File: src/common/dfr_defines.svh
// timing counts, field positions and constants of the diagnostic fault response block
`ifndef DFR_DEFINES_SVH
`define DFR_DEFINES_SVH

// ----------------------------------------------------------------------------
// clock and self-test timing
// ----------------------------------------------------------------------------
`define DFR_CLK_MHZ 100
`define DFR_LBIST_TIME_MS 200
`define DFR_LBIST_CYCLES (`DFR_LBIST_TIME_MS * 1000 * `DFR_CLK_MHZ)

// ----------------------------------------------------------------------------
// error flag bit positions
// ----------------------------------------------------------------------------
`define DFR_ERR_W 13
`define DFR_ERR_ACF 0
`define DFR_ERR_AOC 1
`define DFR_ERR_TSE 2
`define DFR_ERR_SAT 3
`define DFR_ERR_SLF 4
`define DFR_ERR_SRR 5
`define DFR_ERR_POR 6
`define DFR_ERR_ESE 7
`define DFR_ERR_UVD 8
`define DFR_ERR_OVD 9
`define DFR_ERR_EUE 10
`define DFR_ERR_SPE 11
`define DFR_ERR_OFE 12
`define DFR_CRIT_MASK 13'h1C00

// ----------------------------------------------------------------------------
// self-test signature and scan model
// ----------------------------------------------------------------------------
`define DFR_SIG_GOOD 32'h556E4F7D
`define DFR_SIG_SEED 32'hFFFFFFFF

// ----------------------------------------------------------------------------
// pwm duty codes in tens of percent, zero means no fault
// ----------------------------------------------------------------------------
`define DFR_DUTY_NONE 4'h0
`define DFR_DUTY_SLF 4'h1
`define DFR_DUTY_SRR 4'h2
`define DFR_DUTY_ACF 4'h3
`define DFR_DUTY_TSE 4'h4
`define DFR_DUTY_POR 4'h5
`define DFR_DUTY_UVD 4'h6
`define DFR_DUTY_OVD 4'h7
`define DFR_DUTY_SAT 4'h8
`define DFR_DUTY_AOC 4'h9

`endif

File: src/common/dfr_pkg.sv
// types of the diagnostic fault response block
package dfr_pkg;

  typedef enum logic [1:0]
  {
    DFR_DRV_NORMAL = 2'h0,
    DFR_DRV_HIZ = 2'h1,
    DFR_DRV_HIGH = 2'h2,
    DFR_DRV_LOW = 2'h3
  } dfr_drive_e;

  typedef enum logic [2:0]
  {
    DFR_ST_IDLE = 3'h1,
    DFR_ST_RUN = 3'h2,
    DFR_ST_DONE = 3'h4
  } dfr_lbist_e;

endpackage : dfr_pkg

File: src/core/dfr_lbist.sv
// logic self-test engine: scan stimulus, signature and verdict
`timescale 1ns/1ps
`include "dfr_defines.svh"

module dfr_lbist #(
  parameter int unsigned RUN_CYCLES = `DFR_LBIST_CYCLES
) (
  // clock and reset
  input wire logic clock_i,
  input wire logic rst_i,
  // control
  input wire logic start_i,
  input wire logic [31:0] scan_data_i,
  // result
  output logic busy_o,
  output logic done_o,
  output logic pass_o,
  output logic [31:0] signature_o
);

  dfr_pkg::dfr_lbist_e state_q;
  dfr_pkg::dfr_lbist_e state_d;
  logic [31:0] cnt_q;
  logic [31:0] lfsr_q;
  logic [31:0] sig_q;
  logic done_q;
  logic pass_q;

  // ----------------------------------------------------------------------------
  // stimulus and signature
  // ----------------------------------------------------------------------------
  // stimulus lfsr feeds the scan chain, response folded into a misr
  wire lfsr_fb = lfsr_q[31] ^ lfsr_q[21] ^ lfsr_q[1] ^ lfsr_q[0];
  wire [31:0] lfsr_nxt = {lfsr_q[30:0], lfsr_fb};
  wire [31:0] misr_nxt = {sig_q[30:0], sig_q[31] ^ sig_q[21] ^ sig_q[1] ^ sig_q[0]} ^ (scan_data_i ^ lfsr_q);
  wire last_cycle = (cnt_q == RUN_CYCLES - 1);

  always_comb
  begin
    state_d = state_q;
    unique case (state_q)
      dfr_pkg::DFR_ST_IDLE: if (start_i) state_d = dfr_pkg::DFR_ST_RUN;
      dfr_pkg::DFR_ST_RUN: if (last_cycle) state_d = dfr_pkg::DFR_ST_DONE;
      dfr_pkg::DFR_ST_DONE: if (start_i) state_d = dfr_pkg::DFR_ST_RUN;
      default: state_d = dfr_pkg::DFR_ST_IDLE;
    endcase
  end

  always_ff @(posedge clock_i)
  begin
    if (rst_i)
    begin
      state_q <= dfr_pkg::DFR_ST_IDLE;
      cnt_q <= 32'h0;
      lfsr_q <= `DFR_SIG_SEED;
      sig_q <= 32'h0;
      done_q <= 1'b0;
      pass_q <= 1'b0;
    end
    else
    begin
      state_q <= state_d;
      if (state_q != dfr_pkg::DFR_ST_RUN && state_d == dfr_pkg::DFR_ST_RUN)
      begin
        cnt_q <= 32'h0;
        lfsr_q <= `DFR_SIG_SEED;
        sig_q <= 32'h0;
        done_q <= 1'b0;
        pass_q <= 1'b0;
      end
      else if (state_q == dfr_pkg::DFR_ST_RUN)
      begin
        cnt_q <= cnt_q + 32'h1;
        lfsr_q <= lfsr_nxt;
        sig_q <= misr_nxt;
        if (last_cycle)
        begin
          done_q <= 1'b1;
          pass_q <= (misr_nxt == `DFR_SIG_GOOD);
        end
      end
    end
  end

  assign busy_o = (state_q == dfr_pkg::DFR_ST_RUN);
  assign done_o = done_q;
  assign pass_o = pass_q;
  assign signature_o = sig_q;

endmodule : dfr_lbist

File: src/core/dfr_diag.sv
// diagnostic top: self-test control and fault flag response encoding
`timescale 1ns/1ps
`include "dfr_defines.svh"

// How it works
// - unlocked go write starts the self-test
// - scan stimulus, signature compared with good value
// - self-test runs the fixed 200 ms count
// - link requests ignored while test runs
// - done bit set at end regardless
// - pass bit set only on signature match
// - signature readable after the run
// - five internal flags set status bit zero
// - saturation, clamp set status one, diag 6/7
// - overvoltage sets status one, diag bit five
// - pwm fault codes 10 to 80 percent
// - clamp fault gives pwm 90 percent
// - undervoltage drives hiz, high or low
// - sent restarts when the undervoltage flag clears
// - status one in first frames after undervoltage
// - diag bit five in first frame after undervoltage
// - select set: fault in next enhanced message
// - overvoltage forces hiz when access select 0X
// - filter init may report power-on code
// - undervoltage response ignores the hiz select
// - pwm sends highest priority fault only
// - critical faults latch until power-on reset
module dfr_diag #(
  parameter int unsigned LBIST_CYCLES = `DFR_LBIST_CYCLES
) (
  // clock and reset
  input wire logic clock_i,
  input wire logic rst_i,
  // programming link
  input wire logic unlocked_i,
  input wire logic lbist_go_i,
  input wire logic link_req_i,
  // self-test scan response
  input wire logic [31:0] scan_data_i,
  // configuration
  input wire logic sent_mode_i,
  input wire logic fault_hiz_sel_i,
  input wire logic [1:0] lowvolt_response_select_i,
  input wire logic [1:0] access_sel_i,
  input wire logic [3:0] err_min_frames_i,
  // fault detectors
  input wire logic [12:0] flags_i,
  input wire logic filter_init_i,
  // frame timing from the generators
  input wire logic frame_start_i,
  input wire logic enh_msg_start_i,
  // self-test results
  output logic lbist_busy_o,
  output logic lbist_done_o,
  output logic lbist_pass_o,
  output logic [31:0] lbist_signature_o,
  output logic link_ack_o,
  // fault response
  output logic [12:0] error_flags_o,
  output logic [1:0] sent_status_bits_o,
  output logic [7:0] diag_byte_o,
  output logic pwm_half_freq_o,
  output logic [3:0] pwm_duty_code_o,
  output logic [1:0] drive_o,
  output logic [12:0] enh_flags_o,
  output logic sent_restart_o
);

  // ----------------------------------------------------------------------------
  // input synchronisers
  // ----------------------------------------------------------------------------
  logic [17:0] sync1_q;
  logic [17:0] sync2_q;
  wire [17:0] raw_in = {lbist_go_i, link_req_i, filter_init_i, unlocked_i, flags_i, 1'b0};

  always_ff @(posedge clock_i)
  begin
    if (rst_i)
    begin
      sync1_q <= 18'h0;
      sync2_q <= 18'h0;
    end
    else
    begin
      sync1_q <= raw_in;
      sync2_q <= sync1_q;
    end
  end

  wire go_s = sync2_q[17];
  wire req_s = sync2_q[16];
  wire finit_s = sync2_q[15];
  wire unl_s = sync2_q[14];
  wire [12:0] flags_s = sync2_q[13:1];
  // frame strobes come from on-chip generators on this clock, no sync needed

  // ----------------------------------------------------------------------------
  // self-test control
  // ----------------------------------------------------------------------------
  logic go_d1_q;
  logic busy;
  logic done;
  logic pass;
  logic [31:0] sig;
  logic link_ack_q;

  always_ff @(posedge clock_i)
  begin
    if (rst_i)
      go_d1_q <= 1'b0;
    else
      go_d1_q <= go_s;
  end

  // go write is a rising level seen only while unlocked
  wire go_write = go_s & ~go_d1_q & unl_s & ~busy;

  dfr_lbist #(
    .RUN_CYCLES(LBIST_CYCLES)
  ) u_lbist (
    .clock_i(clock_i),
    .rst_i(rst_i),
    .start_i(go_write),
    .scan_data_i(scan_data_i),
    .busy_o(busy),
    .done_o(done),
    .pass_o(pass),
    .signature_o(sig)
  );

  logic lb_busy_q;
  logic lb_done_q;
  logic lb_pass_q;
  logic [31:0] lb_sig_q;

  always_ff @(posedge clock_i)
  begin
    if (rst_i)
    begin
      lb_busy_q <= 1'b0;
      lb_done_q <= 1'b0;
      lb_pass_q <= 1'b0;
      lb_sig_q <= 32'h0;
      link_ack_q <= 1'b0;
    end
    else
    begin
      lb_busy_q <= busy;
      lb_done_q <= done;
      lb_pass_q <= pass;
      lb_sig_q <= sig;
      link_ack_q <= req_s & ~busy & ~go_write;
    end
  end

  // ----------------------------------------------------------------------------
  // error flag capture
  // ----------------------------------------------------------------------------
  // critical bits hold until reset; others follow the detector but are held
  // until reported so a short event still reaches one frame
  logic [12:0] err_q;
  logic [12:0] enh_q;
  logic [12:0] pend_q;
  wire [12:0] crit = `DFR_CRIT_MASK;
  wire [12:0] err_d = (flags_s & ~crit) | (pend_q & ~crit) | ((err_q | flags_s) & crit);

  always_ff @(posedge clock_i)
  begin
    if (rst_i)
      err_q <= 13'h0;
    else
      err_q <= err_d;
  end

  // flags raised since the last report; a new event wins over the report clear
  wire report_evt = sent_mode_i ? frame_start_i : frame_start_i;

  always_ff @(posedge clock_i)
  begin
    if (rst_i)
      pend_q <= 13'h0;
    else if (report_evt)
      pend_q <= flags_s;
    else
      pend_q <= pend_q | flags_s;
  end

  // enhanced copy only refreshes when the next enhanced message begins
  always_ff @(posedge clock_i)
  begin
    if (rst_i)
      enh_q <= 13'h0;
    else if (enh_msg_start_i)
      enh_q <= err_d;
  end

  // ----------------------------------------------------------------------------
  // undervoltage exit tracking
  // ----------------------------------------------------------------------------
  wire uv = err_q[`DFR_ERR_UVD];
  logic uv_d1_q;
  logic [3:0] uv_frames_q;
  logic uv_first_q;
  logic restart_q;

  wire uv_exit = uv_d1_q & ~uv;

  always_ff @(posedge clock_i)
  begin
    if (rst_i)
    begin
      uv_d1_q <= 1'b0;
      uv_frames_q <= 4'h0;
      uv_first_q <= 1'b0;
      restart_q <= 1'b0;
    end
    else
    begin
      uv_d1_q <= uv;
      restart_q <= uv_exit & sent_mode_i;
      if (uv_exit)
      begin
        uv_first_q <= 1'b1;
        uv_frames_q <= (err_min_frames_i == 4'h0) ? 4'h1 : err_min_frames_i;
      end
      else if (frame_start_i && uv_frames_q != 4'h0)
      begin
        uv_first_q <= 1'b0;
        uv_frames_q <= uv_frames_q - 4'h1;
      end
    end
  end

  // ----------------------------------------------------------------------------
  // sent status and diagnostic byte
  // ----------------------------------------------------------------------------
  wire uv_post = (uv_frames_q != 4'h0);
  wire por_rep = err_q[`DFR_ERR_POR] | finit_s;
  wire st0 = err_q[`DFR_ERR_SLF] | err_q[`DFR_ERR_SRR] | err_q[`DFR_ERR_ACF] | err_q[`DFR_ERR_TSE] | por_rep;
  wire st1 = err_q[`DFR_ERR_OVD] | err_q[`DFR_ERR_SAT] | err_q[`DFR_ERR_AOC] | uv_post;
  wire [7:0] diag = {err_q[`DFR_ERR_AOC], err_q[`DFR_ERR_SAT],
                     err_q[`DFR_ERR_OVD] | uv_first_q,
                     err_q[`DFR_ERR_POR], err_q[`DFR_ERR_TSE], err_q[`DFR_ERR_ACF],
                     err_q[`DFR_ERR_SRR], err_q[`DFR_ERR_SLF]};

  // ----------------------------------------------------------------------------
  // pwm priority encoder
  // ----------------------------------------------------------------------------
  function automatic logic [3:0] pwm_code(input logic [12:0] e, input logic p);
    logic [3:0] c;
    c = `DFR_DUTY_NONE;
    if (e[`DFR_ERR_AOC]) c = `DFR_DUTY_AOC;
    if (e[`DFR_ERR_SAT]) c = `DFR_DUTY_SAT;
    if (e[`DFR_ERR_OVD]) c = `DFR_DUTY_OVD;
    if (e[`DFR_ERR_UVD]) c = `DFR_DUTY_UVD;
    if (p) c = `DFR_DUTY_POR;
    if (e[`DFR_ERR_TSE]) c = `DFR_DUTY_TSE;
    if (e[`DFR_ERR_ACF]) c = `DFR_DUTY_ACF;
    if (e[`DFR_ERR_SRR]) c = `DFR_DUTY_SRR;
    if (e[`DFR_ERR_SLF]) c = `DFR_DUTY_SLF;
    return c;
  endfunction : pwm_code

  wire [3:0] duty = pwm_code(err_q, por_rep);

  // ----------------------------------------------------------------------------
  // output drive selection, highest priority first
  // ----------------------------------------------------------------------------
  wire noncrit_any = |(err_q & ~crit & ~(13'h1 << `DFR_ERR_UVD));
  wire ovd_hiz = err_q[`DFR_ERR_OVD] & ~access_sel_i[1];
  wire [1:0] uv_drive = (lowvolt_response_select_i == 2'h1) ? dfr_pkg::DFR_DRV_HIGH :
                        (lowvolt_response_select_i == 2'h2) ? dfr_pkg::DFR_DRV_LOW : dfr_pkg::DFR_DRV_HIZ;
  wire [1:0] drive = (|(err_q & crit)) ? dfr_pkg::DFR_DRV_HIZ :
                     uv ? uv_drive :
                     ovd_hiz ? dfr_pkg::DFR_DRV_HIZ :
                     (fault_hiz_sel_i & noncrit_any) ? dfr_pkg::DFR_DRV_HIZ :
                     dfr_pkg::DFR_DRV_NORMAL;

  logic [12:0] err_o_q;
  logic [1:0] st_q;
  logic [7:0] diag_q;
  logic half_q;
  logic [3:0] duty_q;
  logic [1:0] drive_q;

  always_ff @(posedge clock_i)
  begin
    if (rst_i)
    begin
      err_o_q <= 13'h0;
      st_q <= 2'h0;
      diag_q <= 8'h0;
      half_q <= 1'b0;
      duty_q <= 4'h0;
      drive_q <= dfr_pkg::DFR_DRV_HIZ;
    end
    else
    begin
      err_o_q <= err_q;
      st_q <= (sent_mode_i & ~fault_hiz_sel_i) ? {st1, st0} : 2'h0;
      diag_q <= (sent_mode_i & ~fault_hiz_sel_i) ? diag : 8'h0;
      half_q <= ~sent_mode_i & ~fault_hiz_sel_i & (duty != `DFR_DUTY_NONE);
      duty_q <= (~sent_mode_i & ~fault_hiz_sel_i) ? duty : `DFR_DUTY_NONE;
      drive_q <= drive;
    end
  end

  assign lbist_busy_o = lb_busy_q;
  assign lbist_done_o = lb_done_q;
  assign lbist_pass_o = lb_pass_q;
  assign lbist_signature_o = lb_sig_q;
  assign link_ack_o = link_ack_q;
  assign error_flags_o = err_o_q;
  assign sent_status_bits_o = st_q;
  assign diag_byte_o = diag_q;
  assign pwm_half_freq_o = half_q;
  assign pwm_duty_code_o = duty_q;
  assign drive_o = drive_q;
  assign enh_flags_o = enh_q;
  assign sent_restart_o = restart_q;
endmodule : dfr_diag

File: config.mk
export PLATFORM = sky130hd
export DESIGN_NAME = dfr_diag
export DESIGN_NICKNAME = d
export VERILOG_FILES = /design/src/common/dfr_pkg.sv /design/src/core/dfr_lbist.sv /design/src/core/dfr_diag.sv
export VERILOG_INCLUDE_DIRS = /design/src /design/src/common
export SDC_FILE = /design/constraint.sdc
export NUM_CORES = 1
export LEC_CHECK = 0
export BUFFER_PORTS_ARGS = -buffer_cell sky130_fd_sc_hd__clkbuf_2
export CORE_ASPECT_RATIO = 0.7
export CORE_MARGIN = 2
export CORE_UTILIZATION = 30
export CTS_BUF_LIST = sky130_fd_sc_hd__clkbuf_4
export DETAILED_ROUTE_END_ITERATION = 10
export GPL_TIMING_DRIVEN = 0
export PLACE_DENSITY = 0.5
export SYNTH_ARGS = -nofsm -noshare
export SYNTH_HDL_FRONTEND = slang
export SYNTH_SLANG_ARGS = --single-unit
File: constraint.sdc
create_clock -name clock_i -period 2.2 [get_ports clock_i]
set_input_delay 0.22 -clock clock_i [delete_from_list [all_inputs] [get_ports clock_i]]
set_output_delay 0.22 -clock clock_i [all_outputs]
set_load 0.005 [all_outputs]
==> implementation parameters <==
Parameter                              Value

Pwr
  Power density normalized to cell area ... approximately 770 mW/mm²
  Worst vdd rail ir drop ... between 0.2 and 0.3 mV
  Leak ... ~4.6 nW
  Total power after layout ... a little under 9 mW

Global route
  GRT Residual Overflow ... 0
  Wire length of the first global-routing pass ... 36,900 µm
  Total Routing Usage GR ... between 10% and 20%
  Via count of the first global-routing pass ... between 6,000 and 7,000
  Largest net degree at the start of global routing ... 16
  Antenna violations before repair ... 1

Drt
  Initial DRC Count ... around 240
  Via count ... 7,063
  Overall routed net length ... 23,200 µm
  DRC ... 0
  Via count normalized by instance count ... roughly 4.4
  DRT Pass-1 Iters ... 4
  Detail Route Antenna Nets ... 0
  Routed length per instance ... 14.3 µm

Logic synthesis
  Synthesized Nets ... about 1,000
  Top FF cell, synth ... dfxtp_1
  Top cell type by total area after synthesis ... dfxtp_1
  Number of synthesized register bits ... 244
  Fraction of the yosys area taken by sequential cells ... a little under three fifths
  Most area-consuming cells after synthesis ... dfxtp_1 (55%), xnor2_1 (8.5%), nor2b_1 (6.6%), nand2_1 (6.0%), nor2_1 (3.9%)
  Synthesis warning total ... 0
  Mean Syn Cell Area ... around 9.4 µm²
  Syn Inst Count ... between 900 and 1,000
  Post-synth top area share ... a little under three fifths
  Yosys cell types ... between 40 and 50
  Number of flops mapped to enable cells by yosys ... 0
  Post-synthesis instance area ... 0.00883 mm²
  Post-synth ARST share ... 0%

Placement
  Dpl hpwl ... roughly 16,000 µm
  Port-buffer cells ... 140
  Total placed cells including tap cells ... approximately 1,500
  GPL Wtd Cong ... roughly 0.8

Setup path
  Nature of the critical path startpoint ... flip-flop
  Crit Path Class ... reg -> reg
  Crit path DAT ... approximately 2.8 ns
  Endpoint kind of the worst setup timing path ... flip-flop
  Max Fanout on Critical Path ... 4
  Required time of the critical path ... approximately 2.8 ns

STA
  Setup skew after layout ... about 0.021 ns
  Final cycle utilization of the critical path ... 97.6%
  Transition time at the pin with the least slew margin ... 0.604 ns
  Number of hold violations in the final report ... 0
  Final total negative setup slack ... 0 ns
  RSZ-0062 raised after global routing ... yes
  Worst slew slack as a fraction of its limit ... about 60%
  Maximum clock rate ... roughly 0.47 GHz
  Final setup viols ... 0
  Clock period minus final worst setup slack ... roughly 2.1 ns
  Max-slew violations ... 0
  Hold Slack ... 0.193 ns

Layout
  Layout cells sized above 1 ... roughly 20%
  Final Net Count ... 1,281
  Fill cells ... about 3,000
  Area Growth Syn to Fin ... 28.8%
  Utilization after layout ... between 30% and 40%
  Final cell count without fillers ... approximately 1,600
  Register Area ... between 0.004 and 0.005 mm²
  Multi-input combinational cell area ... 0.00375 mm²

Clock network
  Number of clock buffers inserted by TritonCTS ... 61
  Clk pin slew, worst setup/hold paths ... ~0.060 ns
  CTS sink cnt ... roughly 240
  Number of levels in the clock H-tree ... 2
  Clock tree from TritonCTS ... done
  Root buffer selected by CTS ... clkbuf_4
  Maximum buffer depth of the clock tree ... 3
  Clock insertion delay at the later pin of the skew report ... 0.70 ns

Status
  Run status ... completed

Flow run
  MaxCap Viol Count ... 0

Floorplanning
  Overall die width ... 209 µm
  I/O pin total ... 143
  Die Ht ... approximately 150 µm
  Core box area ... between 0.02 and 0.03 mm²
  Number of rows created at floorplan ... between 50 and 60
  Effective utilization at floorplan ... 30.5%
  Overall die area ... ~0.031 mm²

Hold path
  Class of the tightest hold or removal check ... in -> reg
## power by group
group / leakage (nW) / internal (mW) / total, mW / switching [mW]
clock network: 0.389 / 1.65 / 3.37 / 1.73
logic: 2.24 / 0.381 / 0.746 / 0.365
registers: 1.98 / 4.53 / 4.60 / 0.0711
total: 4.61 / 6.56 / 8.72 / 2.16
## routing by layer
metal	wire length, µm	part of all wire, %	track usage [%]
met5	0	0	0
met4	575	2.5	6.29
met3	1260	5.4	3.85
met2	9460	41	21.2
met1	11900	51	22.0
## worst max-delay path, stage by stage, from the launching register on
cell     delay (ns)
dfxtp_1        0.38
or4bb_1        0.55
nor4_4         0.21
nand4_1        0.22
or2_4          0.32
nor4b_2        0.22
a32o_1         0.17
## repair_timing
action	CTS	global route
buffers inserted	2	5
gates resized for setup	5	17
hold buffers	64	0
hold endpoints to repair	76	0
pin swaps	1	5
setup endpoints to repair	82	66
## stage by stage
stage	cell area [µm²]	worst slack, ns
after CTS	11300	0.0167
after detailed placement	10000	-0.189
after global routing	11400	-0.0135
after floorplan	8830	0.256
after global placement	10000	-0.201
final	11400	0.0520
## synth_stat cells, types with 3 or more instances
cell / instances
nand4_1: 9
and3_1: 5
nor4bb_1: 3
o21ai_0: 7
inv_1: 11
or3_1: 7
and4_1: 3
nor3b_1: 5
nor2_1: 91
xnor2_1: 86
a21oi_1: 43
and2_1: 8
dfxtp_1: 244
nand3_1: 44
or4_1: 3
nand2b_1: 5
clkbuf_1: 38
buf_1: 6
ha_1: 3
xor2_1: 15
a211oi_1: 21
nor3_1: 22
nor2b_1: 93
nand2_1: 142
## area by class of cell
cell class                      count  share of cell area, %
Sequential cell                   244                   43.0
Multi-Input combinational cell    641                   33.0
Timing Repair Buffer              211                   12.3
Clock buffer                       80                   5.28
Tap cell                          378                   4.16
Buffer                             45                   1.64
Inverter                           11                  0.363
Clock inverter                     10                  0.341
Antenna cell                        1                 0.0220
## sequential cells by signal, summed over array words and instances, names as in the netlist, 8 cells and up
register,count
sync2_q,17
u_lbist.lfsr_q,32
diag_byte_o,8
error_flags_o,13
sync1_q,17
lbist_signature_o,32
err_q,13
u_lbist.signature_o,32
u_lbist.cnt_q,32
enh_flags_o,13
pend_q,10
## cells in the final DEF, fill, tap and decap left out, types with 15 or more instances in the layout
cell type      count
dlygate4sd3_1     64
nor2_1            91
clkbuf_1          32
clkbuf_4          80
dfxtp_1          241
nor3_1            22
nand3_1           44
clkbuf_2         145
a21oi_1           43
xor2_1            15
nor2b_1           93
xnor2_1           86
a211oi_1          21
nand2_1          142
## final timing paths
check        cells past startpoint  slack, ns         startpoint                     end
max                              6       0.05  u_lbist.cnt_q[24]          u_lbist.pass_o
min                              5       0.19     scan_data_i[0]  u_lbist.signature_o[0]
max reg2reg                      6       0.05  u_lbist.cnt_q[24]          u_lbist.pass_o
min reg2reg                      1       0.43        sync1_q[12]             sync2_q[12]
## kinds of logic (layout without fill, tap and decap cells)
family,Yosys count,count (layout),synth area share [%]
AO/OA/AOI/OAI,76,76,5.09
XOR/XNOR,101,101,10.0
adder cells (fa/ha/maj),3,3,0.425
buffers and inverters,59,357,2.66
flip-flops,244,244,55.3
multiplexers,1,1,0.113
other,0,1,0
AND/OR/NAND/NOR,460,460,26.4
(Power assumes the default switching activity.)
